==> src/agu_defs.vh <==
/*
 * constants for the stack check and program space address unit.
 * assumes a 16-bit data space and a 24-bit program space.
 */
`ifndef AGU_DEFS_VH
`define AGU_DEFS_VH

// ----------------------------------------
// stack lower bound and word step
// ----------------------------------------
`define STK_UNDERFLOW_BOUND 16'h0800
`define STK_WORD_STEP 16'h0002

// ----------------------------------------
// control bit positions
// ----------------------------------------
`define CTL_VIS_ENABLE_BIT 2
`define TBL_CFG_SPACE_BIT 7
`define EA_WINDOW_BIT 15

// ----------------------------------------
// program address source codes
// ----------------------------------------
`define PSRC_NONE 2'h0
`define PSRC_FETCH 2'h1
`define PSRC_TABLE 2'h2
`define PSRC_WINDOW 2'h3

`endif

==> src/stack_limit_check.v <==
/*
 * stack pointer bounds checker: compares one stack effective address
 * against the limit and the fixed lower bound.
 * assumes the caller qualifies the check with a stack access strobe.
 */
`timescale 1ns/100ps
`include "agu_defs.vh"

module stack_limit_check (
	stk_ea,
	stk_limit,
	is_push,
	overflow,
	underflow
);
	input wire [15:0] stk_ea;
	input wire [15:0] stk_limit;
	input wire is_push;
	output wire overflow;
	output wire underflow;

	// push beyond the limit word traps; equal does not
	assign overflow = is_push && (stk_ea > stk_limit);
	// anything below the bound would reach the register region
	assign underflow = (stk_ea < `STK_UNDERFLOW_BOUND);
endmodule // stack_limit_check

==> src/stack_psv_agu.v <==
/*
 * stack pointer update and checking, pushed program counter framing,
 * and program space address forming for fetch, table and window access.
 * assumes the pipeline gives at most one stack access per clock and
 * that memory buses take the registered address and strobes.
 */
// Overview of operation
// - stack pointer addresses next free word, grows up
// - call push clears pushed counter top bit
// - exception push adds status low byte on top
// - limit register unreset, bit zero forced low
// - every push address checked against limit; pops only against 0800h
// - push at limit passes, next push traps
// - stack address below 0800h traps underflow
// - table address is page over full address
// - page top bit selects configuration space
// - window address is visibility page over 15 bits
// - window ignores bit 15, top bit zero
// - fetch and window address bit zero low
// - table access byte aligned, reads reach configuration
// - window read only, low word only
// - window only when enabled and address top set
// - table writes to configuration space refused
`timescale 1ns/100ps
`include "agu_defs.vh"

module stack_psv_agu (
	clk_sys,
	nrst,
	sp_wr,
	sp_wdata,
	lim_wr,
	lim_wdata,
	push_req,
	pop_req,
	push_is_call,
	push_is_exc,
	pc_in,
	status_low_byte,
	push_data,
	pc_fetch,
	fetch_req,
	data_ea,
	data_req,
	data_wr,
	table_req,
	table_wr,
	table_page_register,
	visibility_page_register,
	processor_control_register,
	stack_pointer_register,
	stack_limit_register,
	stk_addr,
	stk_wr,
	stk_rd,
	stk_wdata,
	stack_error,
	prog_addr,
	prog_rd,
	prog_wr,
	prog_low_word_only,
	prog_cfg_space,
	table_refused,
	window_write_refused,
	data_addr,
	data_rd_out,
	data_wr_out
);
	input wire clk_sys;
	input wire nrst;
	input wire sp_wr;
	input wire [15:0] sp_wdata;
	input wire lim_wr;
	input wire [15:0] lim_wdata;
	input wire push_req;
	input wire pop_req;
	input wire push_is_call;
	input wire push_is_exc;
	input wire [22:0] pc_in;
	input wire [7:0] status_low_byte;
	input wire [15:0] push_data;
	input wire [22:0] pc_fetch;
	input wire fetch_req;
	input wire [15:0] data_ea;
	input wire data_req;
	input wire data_wr;
	input wire table_req;
	input wire table_wr;
	input wire [7:0] table_page_register;
	input wire [7:0] visibility_page_register;
	input wire [15:0] processor_control_register;
	output wire [15:0] stack_pointer_register;
	output wire [15:0] stack_limit_register;
	output reg [15:0] stk_addr;
	output reg stk_wr;
	output reg stk_rd;
	output reg [31:0] stk_wdata;
	output reg stack_error;
	output reg [23:0] prog_addr;
	output reg prog_rd;
	output reg prog_wr;
	output reg prog_low_word_only;
	output reg prog_cfg_space;
	output reg table_refused;
	output reg window_write_refused;
	output reg [15:0] data_addr;
	output reg data_rd_out;
	output reg data_wr_out;

	// ----------------------------------------
	// stack pointer and limit
	// ----------------------------------------
	reg [15:0] sp_r;
	reg [15:0] sp_nxt;
	reg [15:0] lim_r;
	reg [15:0] stk_ea;
	reg [31:0] frame_nxt;
	wire ovf;
	wire unf;
	wire stk_act;
	wire stk_fault;

	assign stack_pointer_register = sp_r;
	assign stack_limit_register = lim_r;
	assign stk_act = push_req | pop_req;

	// push uses current pointer, pop uses pre-decremented one
	always @* begin
		stk_ea = sp_r;
		if (pop_req) begin
			stk_ea = sp_r - `STK_WORD_STEP;
		end
	end

	stack_limit_check u_chk (
		.stk_ea(stk_ea),
		.stk_limit(lim_r),
		.is_push(push_req),
		.overflow(ovf),
		.underflow(unf)
	);

	assign stk_fault = stk_act && (ovf || unf);

	// pushed word framing by push kind
	always @* begin
		frame_nxt = {16'h0000, push_data};
		if (push_is_call) begin
			frame_nxt = {9'h000, pc_in};
		end else if (push_is_exc) begin
			frame_nxt = {status_low_byte, 1'b0, pc_in};
		end
	end

	// pointer update; faulting access leaves it unchanged
	always @* begin
		sp_nxt = sp_r;
		if (sp_wr) begin
			sp_nxt = {sp_wdata[15:1], 1'b0};
		end else if (stk_act && !stk_fault) begin
			if (push_req) begin
				sp_nxt = sp_r + `STK_WORD_STEP;
			end else begin
				sp_nxt = stk_ea;
			end
		end
	end

	// pointer register and stack port
	always @(posedge clk_sys) begin
		if (!nrst) begin
			sp_r <= 16'h0000;
			stk_addr <= 16'h0000;
			stk_wr <= 1'b0;
			stk_rd <= 1'b0;
			stk_wdata <= 32'h00000000;
			stack_error <= 1'b0;
		end else begin
			sp_r <= sp_nxt;
			stk_addr <= stk_ea;
			stk_wr <= push_req && !stk_fault;
			stk_rd <= pop_req && !stk_fault;
			stk_wdata <= frame_nxt;
			stack_error <= stk_fault;
		end
	end

	// limit register has no reset
	always @(posedge clk_sys) begin
		if (lim_wr) begin
			lim_r <= {lim_wdata[15:1], 1'b0};
		end
	end

	// ----------------------------------------
	// program space address forming
	// ----------------------------------------
	reg [1:0] psrc;
	reg [23:0] paddr_nxt;
	wire vis_en;
	wire win_hit;
	wire tbl_cfg;
	wire tbl_bad;

	assign vis_en = processor_control_register[`CTL_VIS_ENABLE_BIT];
	// table ops pause the window
	assign win_hit = data_req && !table_req && vis_en && data_ea[`EA_WINDOW_BIT];
	assign tbl_cfg = table_page_register[`TBL_CFG_SPACE_BIT];
	assign tbl_bad = table_req && table_wr && tbl_cfg;

	// source priority: table, window, fetch
	always @* begin
		psrc = `PSRC_NONE;
		if (table_req) begin
			psrc = `PSRC_TABLE;
		end else if (win_hit) begin
			psrc = `PSRC_WINDOW;
		end else if (fetch_req) begin
			psrc = `PSRC_FETCH;
		end
	end

	// address per source
	always @* begin
		case (psrc)
			`PSRC_TABLE: begin
				paddr_nxt = {table_page_register, data_ea};
			end
			`PSRC_WINDOW: begin
				paddr_nxt = {1'b0, visibility_page_register, data_ea[14:1], 1'b0};
			end
			`PSRC_FETCH: begin
				paddr_nxt = {1'b0, pc_fetch[22:1], 1'b0};
			end
			default: begin
				paddr_nxt = 24'h000000;
			end
		endcase
	end

	// ----------------------------------------
	// program bus strobe decoding
	// ----------------------------------------
	// read strobe per source; window and table writes never read
	function prog_read_of;
		input [1:0] src;
		input tbl_write;
		input win_write;
		begin
			case (src)
				`PSRC_FETCH: begin
					prog_read_of = 1'b1;
				end
				`PSRC_TABLE: begin
					prog_read_of = !tbl_write;
				end
				`PSRC_WINDOW: begin
					prog_read_of = !win_write;
				end
				default: begin
					prog_read_of = 1'b0;
				end
			endcase
		end
	endfunction

	// write strobe: only table writes outside configuration space
	function prog_write_of;
		input [1:0] src;
		input tbl_write;
		input refused;
		begin
			prog_write_of = (src == `PSRC_TABLE) && tbl_write && !refused;
		end
	endfunction

	// program and data bus strobes
	always @(posedge clk_sys) begin
		if (!nrst) begin
			prog_addr <= 24'h000000;
			prog_rd <= 1'b0;
			prog_wr <= 1'b0;
			prog_low_word_only <= 1'b0;
			prog_cfg_space <= 1'b0;
			table_refused <= 1'b0;
			window_write_refused <= 1'b0;
			data_addr <= 16'h0000;
			data_rd_out <= 1'b0;
			data_wr_out <= 1'b0;
		end else begin
			prog_addr <= paddr_nxt;
			prog_rd <= prog_read_of(psrc, table_wr, data_wr);
			prog_wr <= prog_write_of(psrc, table_wr, tbl_bad);
			prog_low_word_only <= (psrc == `PSRC_WINDOW);
			prog_cfg_space <= (psrc == `PSRC_TABLE) && tbl_cfg;
			table_refused <= tbl_bad;
			window_write_refused <= win_hit && data_wr;
			data_addr <= data_ea;
			data_rd_out <= data_req && !win_hit && !data_wr;
			data_wr_out <= data_req && !win_hit && data_wr;
		end
	end
endmodule // stack_psv_agu

==> config.mk <==
export PLATFORM = sky130hd
export DESIGN_NAME = stack_psv_agu
export DESIGN_NICKNAME = d
export VERILOG_FILES = /design/src/stack_limit_check.v /design/src/stack_psv_agu.v
export VERILOG_INCLUDE_DIRS = /design/src
export SDC_FILE = /design/constraint.sdc
export NUM_CORES = 1
export LEC_CHECK = 0
export ABC_AREA = 1
export BUFFER_PORTS_ARGS = -buffer_cell sky130_fd_sc_hd__buf_2
export CORE_MARGIN = 2
export CORE_UTILIZATION = 41
export CTS_CLUSTER_SIZE = 20
export DETAILED_ROUTE_END_ITERATION = 10
export PLACE_DENSITY_LB_ADDON = 0.12
export SYNTH_ARGS = -nofsm -noshare
export SYNTH_HDL_FRONTEND = slang
export SYNTH_SLANG_ARGS = --single-unit
==> constraint.sdc <==
create_clock -name clk_sys -period 2.27 [get_ports clk_sys]
set_input_delay 0.454 -clock clk_sys [delete_from_list [all_inputs] [get_ports clk_sys]]
set_output_delay 0.454 -clock clk_sys [all_outputs]
set_load 0.02 [all_outputs]
==> results of run 1 <==
[area by class of cell]
class / instances / area (um2)
inverter: 85 / 326.6
tap: 176 / 220.2
clock buffer: 22 / 508.0
multi-input combinational: 487 / 2579
fill: 1246 / 4767
sequential: 126 / 2681
clock inverter: 10 / 168.9
timing repair buffer: 350 / 1992
[worst register-to-register path, delay by kind of cell (launching register included)]
family                   cells  cell delay [ps]
XOR/XNOR                     1              230
adder cells (fa/ha/maj)      2              410
AO/OA/AOI/OAI                3              300
flip-flops                   1              360
buffers and inverters        4              360
AND/OR/NAND/NOR              9              800
[per-stage QoR]
step	util, %	hold WS [ps]	power (mW)
2_1_floorplan	-	526.4	3.815
3_3_place_gp	57.78	594.3	4.665
3_5_place_dp	57.78	606.5	4.689
4_1_cts	63.27	193.4	7.778
5_1_grt	64.00	196.3	8.199
6_report	64.00	209.2	7.824
[routing by layer]
| metal | global-route usage [%] | part of all wire, % |
|---|---|---|
| met1 | 27.98 | 41 |
| met2 | 40.29 | 50 |
| met3 | 7.689 | 7.0 |
| met4 | 9.084 | 2.2 |
| met5 | 0 | 0 |
[worst paths after layout]
kind,from,slack [ps],cells after the start,to
max,stack_pointer_register[2],-290,19,stack_pointer_register[8]
min,lim_wdata[6],210,1,stack_limit_register[6]
max reg2reg,stack_pointer_register[2],-290,19,stack_pointer_register[8]
min reg2reg,stack_pointer_register[15],610,4,stack_pointer_register[15]
[cells by family (layout without fill, tap and decap cells)]
family	after synthesis	count (layout)	synth area share [%]
DFF	126	126	48.04
AOI/OAI and AO/OA	97	97	9.492
and+or+nand+nor	359	359	27.76
other	1	4	0.06741
adders and majority gates	17	17	3.824
xor gates and xnor gates	10	10	1.575
buffers and inverters	120	467	9.244
[cell usage after synthesis, types with 2 or more instances]
library cell,instances,area [um2]
ha_1,17,212.7
inv_1,77,289.0
buf_6,5,56.30
clkbuf_1,17,63.81
nor2_2,8,50.05
nand2_1,171,641.9
inv_2,5,18.77
o21ai_0,31,155.2
nor2_1,102,382.9
a21oi_1,44,220.2
o211ai_1,7,52.55
buf_2,3,15.01
nor2_4,5,56.30
nand2_2,5,31.28
nor3_1,10,50.05
buf_1,4,15.01
nand4_1,9,56.30
a31oi_1,8,50.05
nand3_1,43,215.2
dfxtp_1,111,2222
o21bai_1,2,15.01
xor2_1,9,78.83
buf_4,6,45.04
edfxtp_1,15,450.4
clkinv_1,3,11.26
[cell usage in the layout, fill, tap and decap left out, drive strengths merged, types with 10 or more instances in the layout]
cell,count
a21oi,44
o21ai,32
clkbuf,23
edfxtp,15
ha,17
nor3,10
nand3,45
nand2,177
nor2,115
dfxtp,111
inv,84
buf,349
[power by group through the flow]
stage | clock (mW) | sequential, mW | combinational (mW)
after floorplan | 0 | 2.85 | 0.963
after global placement | 0 | 2.59 | 2.08
after detailed placement | 0 | 2.59 | 2.10
after CTS | 3.09 | 2.55 | 2.14
after global routing | 3.20 | 2.57 | 2.43
final | 3.06 | 2.55 | 2.22
[state kept, by name, indices dropped and copies added (netlist names), 15 cells and up]
register / cells
stack_limit_register: 15
stk_addr: 15
prog_addr: 24
stk_wdata: 31
data_addr: 16
stack_pointer_register: 15
[what timing repair did]
| item | 4_1_cts | 5_1_grt |
|---|---|---|
| resized for setup | 7 | 14 |
| setup endpoints to repair | 18 | 18 |
| endpoints found under the hold margin | 0 | 0 |
| buffers inserted | 1 | 2 |
| pin swaps | 3 | 1 |
| gates cloned | 0 | 1 |
==> metrics.csv, run 1 <==
stage,metric,value,unit
outcome,status,"finished, violations left",
outcome,violations,setup timing,
cts,cts-root-buf,clkbuf_16,
cells_and_area,fin_area,8476,um2
cts,path_clk_slew,60,ps
die,row_count,42,
worst_setup_path,crit_path_end_kind,flop,
job,cap_violations,0,
die,io_pins,294,
cts,cts_max_level,4,
pwr,pwr-share-seq,32.6,%
cells_and_area,final_cells,1256,
cts,cts.sinks,126,
placed_design,port_buffers,271,
cts,clock_latency,420,ps
routing,postRouteAntennaNets,0,
yosys,synth.distinct_cells,38,
worst_setup_path,crit_family,simple AND/OR/NAND/NOR gates,
routing,drtPass1Iterations,4,
cells_and_area,antenna_cells,0,
global_route,grt_max_degree,35,
global_route,grt_usage,23.79,%
die,die_x,120.5,um
timing,fin_crit_sh,112.8,%
timing,fin_setup_tns,-4396,ps
timing,skew,6.588,ps
placed_design,dpl_worst_slack,-365.2,ps
cells_and_area,nets,1247,
timing,setup_violations,18,
pwr,power.leakage,4.535,nW
worst_setup_path,worstPathRequired,2580,ps
yosys,yosysWarnings,0,
timing,finalWorstSetupSlack,-291.2,ps
die,die-area,14520,um2
worst_setup_path,cp_cell_sequence,inv_4 -> ha_4 -> nand2_4 -> inv_4 -> nand2_4 -> nor2_4 -> xor2_2 -> ha_1 -> nand2_1 -> inv_1 -> o21bai_1 -> a21oi_1 -> nor2_1 -> nand2_1 -> nand2_2 -> nand3_4 -> clkbuf_16 -> a21oi_2 -> nor2_1,
worst_setup_path,startpoint_type,flop,
pwr,switching_power,2.387,mW
yosys,synthCells,730,
worst_setup_path,path_max_fanout,8,
timing,fmax,390.4,MHz
worst_setup_path,crit_buf_inv,4,
routing,wl_per_cell,13.91,um
die,fp.coreArea,13240,um2
pwr,internal-power,5.437,mW
timing,hold_violations,0,
timing,slew_headroom,64.50,%
cts,clockBufferDepth,2,
die,initial_core_util,42.01,%
pwr,power_frac_clock,39.1,%
yosys,synth_area,5563,um2
cts,cts_hold_buf,0,
timing,maxSlewViolCount,0,
yosys,synthFlopType,dfxtp_1,
global_route,antenna_found_initial,0,
timing,period_needed,2561,ps
worst_setup_path,crit_slowest_cell,dfxtp_4,
cells_and_area,areaGrowthSynthToFinish,52.36,%
yosys,ys_seq_elements,126,
min_path,hold_path.class,in2reg,
routing,vias_per_cell,4.674,
pwr,pwr-share-comb,28.4,%
yosys,synth_edf_count,15,
placed_design,dp_hpwl,13.29,mm
placed_design,dp_cells,1220,
placed_design,gp_congestion,0.8972,
worst_setup_path,path_class,reg2reg,
global_route,overflow,0,
die,die_y,120.5,um
routing,vias,5871,
cells_and_area,drive_above_1_share,41.30,%
timing,rsz0062_at_grt,true,
placed_design,place_area,7651,um2
cts,cts_tree,yes,
pwr,switching_share,30.51,%
yosys,avgSynthCellArea,7.620,um2
yosys,ys_seq_area_share,48.04,%
cts,cts_buffers,17,
worst_setup_path,cp.arrival,2870,ps
pwr,ir_drop,0.0006674,V
timing,worstMarginPinSlew,531.2,ps
global_route,grt_pass1_wl,26.85,mm
yosys,async_reset_ff_share,0,%
pwr,p_per_area,923.1,nW/um2
routing,drc,0,
worst_setup_path,slowest_delay,360,ps
global_route,grt_pass1_vias,5574,
routing,finalWirelength,17.47,mm
routing,drt_iter0_markers,358,
Power figures use the tool's default switching activity.
==> run 2, diff against run 1 <==
--- a/config.mk
+++ b/config.mk
@@ -8,11 +8,13 @@
 export LEC_CHECK = 0
 export ABC_AREA = 1
 export BUFFER_PORTS_ARGS = -buffer_cell sky130_fd_sc_hd__buf_2
+export CAP_MARGIN = 20
 export CORE_MARGIN = 2
-export CORE_UTILIZATION = 41
+export CORE_UTILIZATION = 45
 export CTS_CLUSTER_SIZE = 20
 export DETAILED_ROUTE_END_ITERATION = 10
 export PLACE_DENSITY_LB_ADDON = 0.12
+export SETUP_SLACK_MARGIN = 0.15
 export SYNTH_ARGS = -nofsm -noshare
 export SYNTH_HDL_FRONTEND = slang
 export SYNTH_SLANG_ARGS = --single-unit
==> constraint.sdc (replaced) <==
create_clock -name clk_sys -period 2.4 [get_ports clk_sys]
set_input_delay 0.48 -clock clk_sys [delete_from_list [all_inputs] [get_ports clk_sys]]
set_output_delay 0.48 -clock clk_sys [all_outputs]
set_load 0.02 [all_outputs]
==> metrics.csv, run 2 (synthesis gave the netlist of run 1 again) <==
stage,metric,value,unit,change
pwr,power_frac_clock,35.1,%,-4.0 points
placed_design,gp_congestion,0.9361,,+4.3%
routing,vias,5939,,+1.2%
die,fp.coreArea,12060,um2,-8.9%
cts,clockBufferDepth,2,,unchanged
min_path,hold_path.class,in2reg,,
placed_design,dp_cells,1204,,-1.3%
cts,cts_hold_buf,0,,unchanged
outcome,violations,setup timing,,
routing,vias_per_cell,4.766,,+2.0%
cts,cts_tree,yes,,
timing,finalWorstSetupSlack,-202.4,ps,+88.81 ps
cells_and_area,final_cell_mix,"271 x buf_2, 163 x nand2_1, 107 x dfxtp_1",,
global_route,antenna_found_initial,0,,unchanged
global_route,grt_pass1_wl,26.98,mm,+0.47%
cells_and_area,largest_reg_flops,31,,unchanged
routing,drt_iter0_markers,364,,+1.7%
die,die_y,115.2,um,-4.4%
worst_setup_path,crit_path_start,stack_pointer_register[2],,
routing,top_layer_used,met4,,
pwr,ir_drop,0.0005223,V,-22%
cells_and_area,final_cells,1246,,-0.80%
cells_and_area,areaGrowthSynthToFinish,51.78,%,
cts,cts.sinks,126,,unchanged
timing,setup_violations,15,,-3
worst_setup_path,startpoint_type,flop,,
pwr,switching_power,2.309,mW,-3.3%
cells_and_area,drive_above_1_share,42.30,%,+1.0 points
cts,cts_max_level,4,,unchanged
cells_and_area,reg_top3,"stk_wdata x31, prog_addr x24, data_addr x16",,
cts,cts-root-buf,clkbuf_16,,
global_route,grt_usage,26.26,%,+2.5 points
timing,whs,239.6,ps,+30.39 ps
pwr,pwr-share-seq,34.0,%,+1.4 points
cells_and_area,antenna_cells,0,,unchanged
timing,skew,6.395,ps,-0.1938 ps
timing,hold_violations,0,,unchanged
worst_setup_path,path_class,reg2reg,,
pwr,internal-power,4.798,mW,-12%
cells_and_area,largest-register,stk_wdata,,
outcome,status,"finished, violations left",,
global_route,overflow,0,,unchanged
timing,period_needed,2602,ps,+41.19 ps
timing,slew_headroom,64.07,%,-0.43 points
routing,drc,0,,unchanged
global_route,grt_max_degree,44,,+26%
min_path,min-delay-start,lim_wdata[9],,
worst_setup_path,timing.rr.start,stack_pointer_register[2],,
cts,clock_latency,420,ps,about the same
routing,m1WireLength,7.093,mm,-1.2%
die,row_count,40,,-4.8%
placed_design,dpl_worst_slack,-347.9,ps,+17.33 ps
die,initial_core_util,46.12,%,+4.1 points
worst_setup_path,path_max_fanout,12,,+4
global_route,grt_pass1_vias,5572,,-0.036%
routing,met2_length,8.764,mm,+1.0%
worst_setup_path,crit_path_end_kind,flop,,
timing,worstMarginPinSlew,538.9,ps,+7.721 ps
timing,fin_crit_sh,108.4,%,-4.4 points
placed_design,dp_hpwl,12.88,mm,-3.1%
placed_design,port_buffers,271,,unchanged
timing,maxSlewViolCount,0,,unchanged
worst_setup_path,worstPathRequired,2710,ps,+130 ps
routing,wl_per_cell,14.17,um,+1.8%
pwr,power,7.107,mW,-9.2%
cells_and_area,nets,1245,,-0.16%
cts,cts_buffers,17,,unchanged
pwr,power.leakage,4.483,nW,-1.1%
pwr,p_per_area,841.7,nW/um2,-8.8%
die,io_pins,294,,unchanged
timing,fmax,384.3,MHz,-1.6%
die,die-area,13270,um2,-8.6%
cts,path_clk_slew,60,ps,about the same
job,cap_violations,0,,unchanged
routing,drtPass1Iterations,6,,+2
die,die_x,115.2,um,-4.4%
routing,postRouteAntennaNets,0,,unchanged
pwr,switching_share,32.49,%,+2.0 points
pwr,pwr-share-comb,30.9,%,+2.5 points
cells_and_area,final_common_cell,buf_2,,
timing,rsz0062_at_grt,true,,
worst_setup_path,cp.arrival,2910,ps,+40 ps
routing,dr_wl_met3,1.340,mm,+8.9%
routing,finalWirelength,17.65,mm,+1.0%
==> run 2: cell count changes in the layout (fill, tap and decap cells not counted), sizes merged <==
cell / change
buf: -2
bufinv: -3
clkbuf: -2
clkinv: +2
clkinvlp: +2
inv: +1
==> run 2: stage by stage <==
step	util [%]	TNS, ps	cell area (um2)
after global routing	70.00	-5711	8443
after floorplan	-	0	5693
after detailed placement	62.96	-5132	7594
after global placement	62.96	-3798	7594
final	70.00	-2707	8443
after CTS	68.80	-1271	8298
==> run 2: layout make-up <==
cell class,count,area (um2)
fill,1043,3618
multi-input combinational,487,2644
tap,168,210.2
timing repair buffer,348,1993
clock buffer,20,478.0
inverter,85,326.6
sequential,126,2685
clock inverter,12,106.4
==> run 2: metal layers <==
layer,vias up,global-route usage (%)
li1,2994,-
met4,0,10.20
met3,38,7.591
met5,-,0
met1,2656,31.53
met2,251,44.51
==> run 2: power groups by stage <==
stage	clock network (mW)	registers [mW]	logic [mW]
after floorplan	0	2.70	0.912
after global placement	0	2.45	1.92
after detailed placement	0	2.46	1.94
after CTS	2.54	2.42	2.03
after global routing	2.63	2.44	2.40
final	2.50	2.42	2.19
==> run 2: worst paths after layout <==
path | end | slack [ps] | depth (start not counted)
hold / removal | stack_limit_register[9] | 240 | 1
setup reg to reg | stack_pointer_register[13] | -200 | 20
hold reg to reg | stack_pointer_register[15] | 670 | 4
setup / recovery | stack_pointer_register[13] | -200 | 20
==> run 2: what timing repair did <==
action	in CTS	in global routing
resized for setup	15	20
gates cloned	0	2
setup buffers	5	3
endpoints found under the setup margin	18	18
pin swaps	5	5
==> run 2: worst max-delay path, cell delays in order (launching register included) <==
cell and delay (ps):
dfxtp_4 370, inv_4 70, ha_4 140, nand2_4 60, inv_4 60, nand2_4 60, nor2_4 200, nand2_1 110
nand2_2 90, nand2_2 80, ha_4 270, nand4_1 110, nor3_2 160, nand2_1 70, nand2_1 70, nand2_2 80
nand3_4 140, buf_12 160, nand2_1 50, nor2_1 110, nor2_1 50
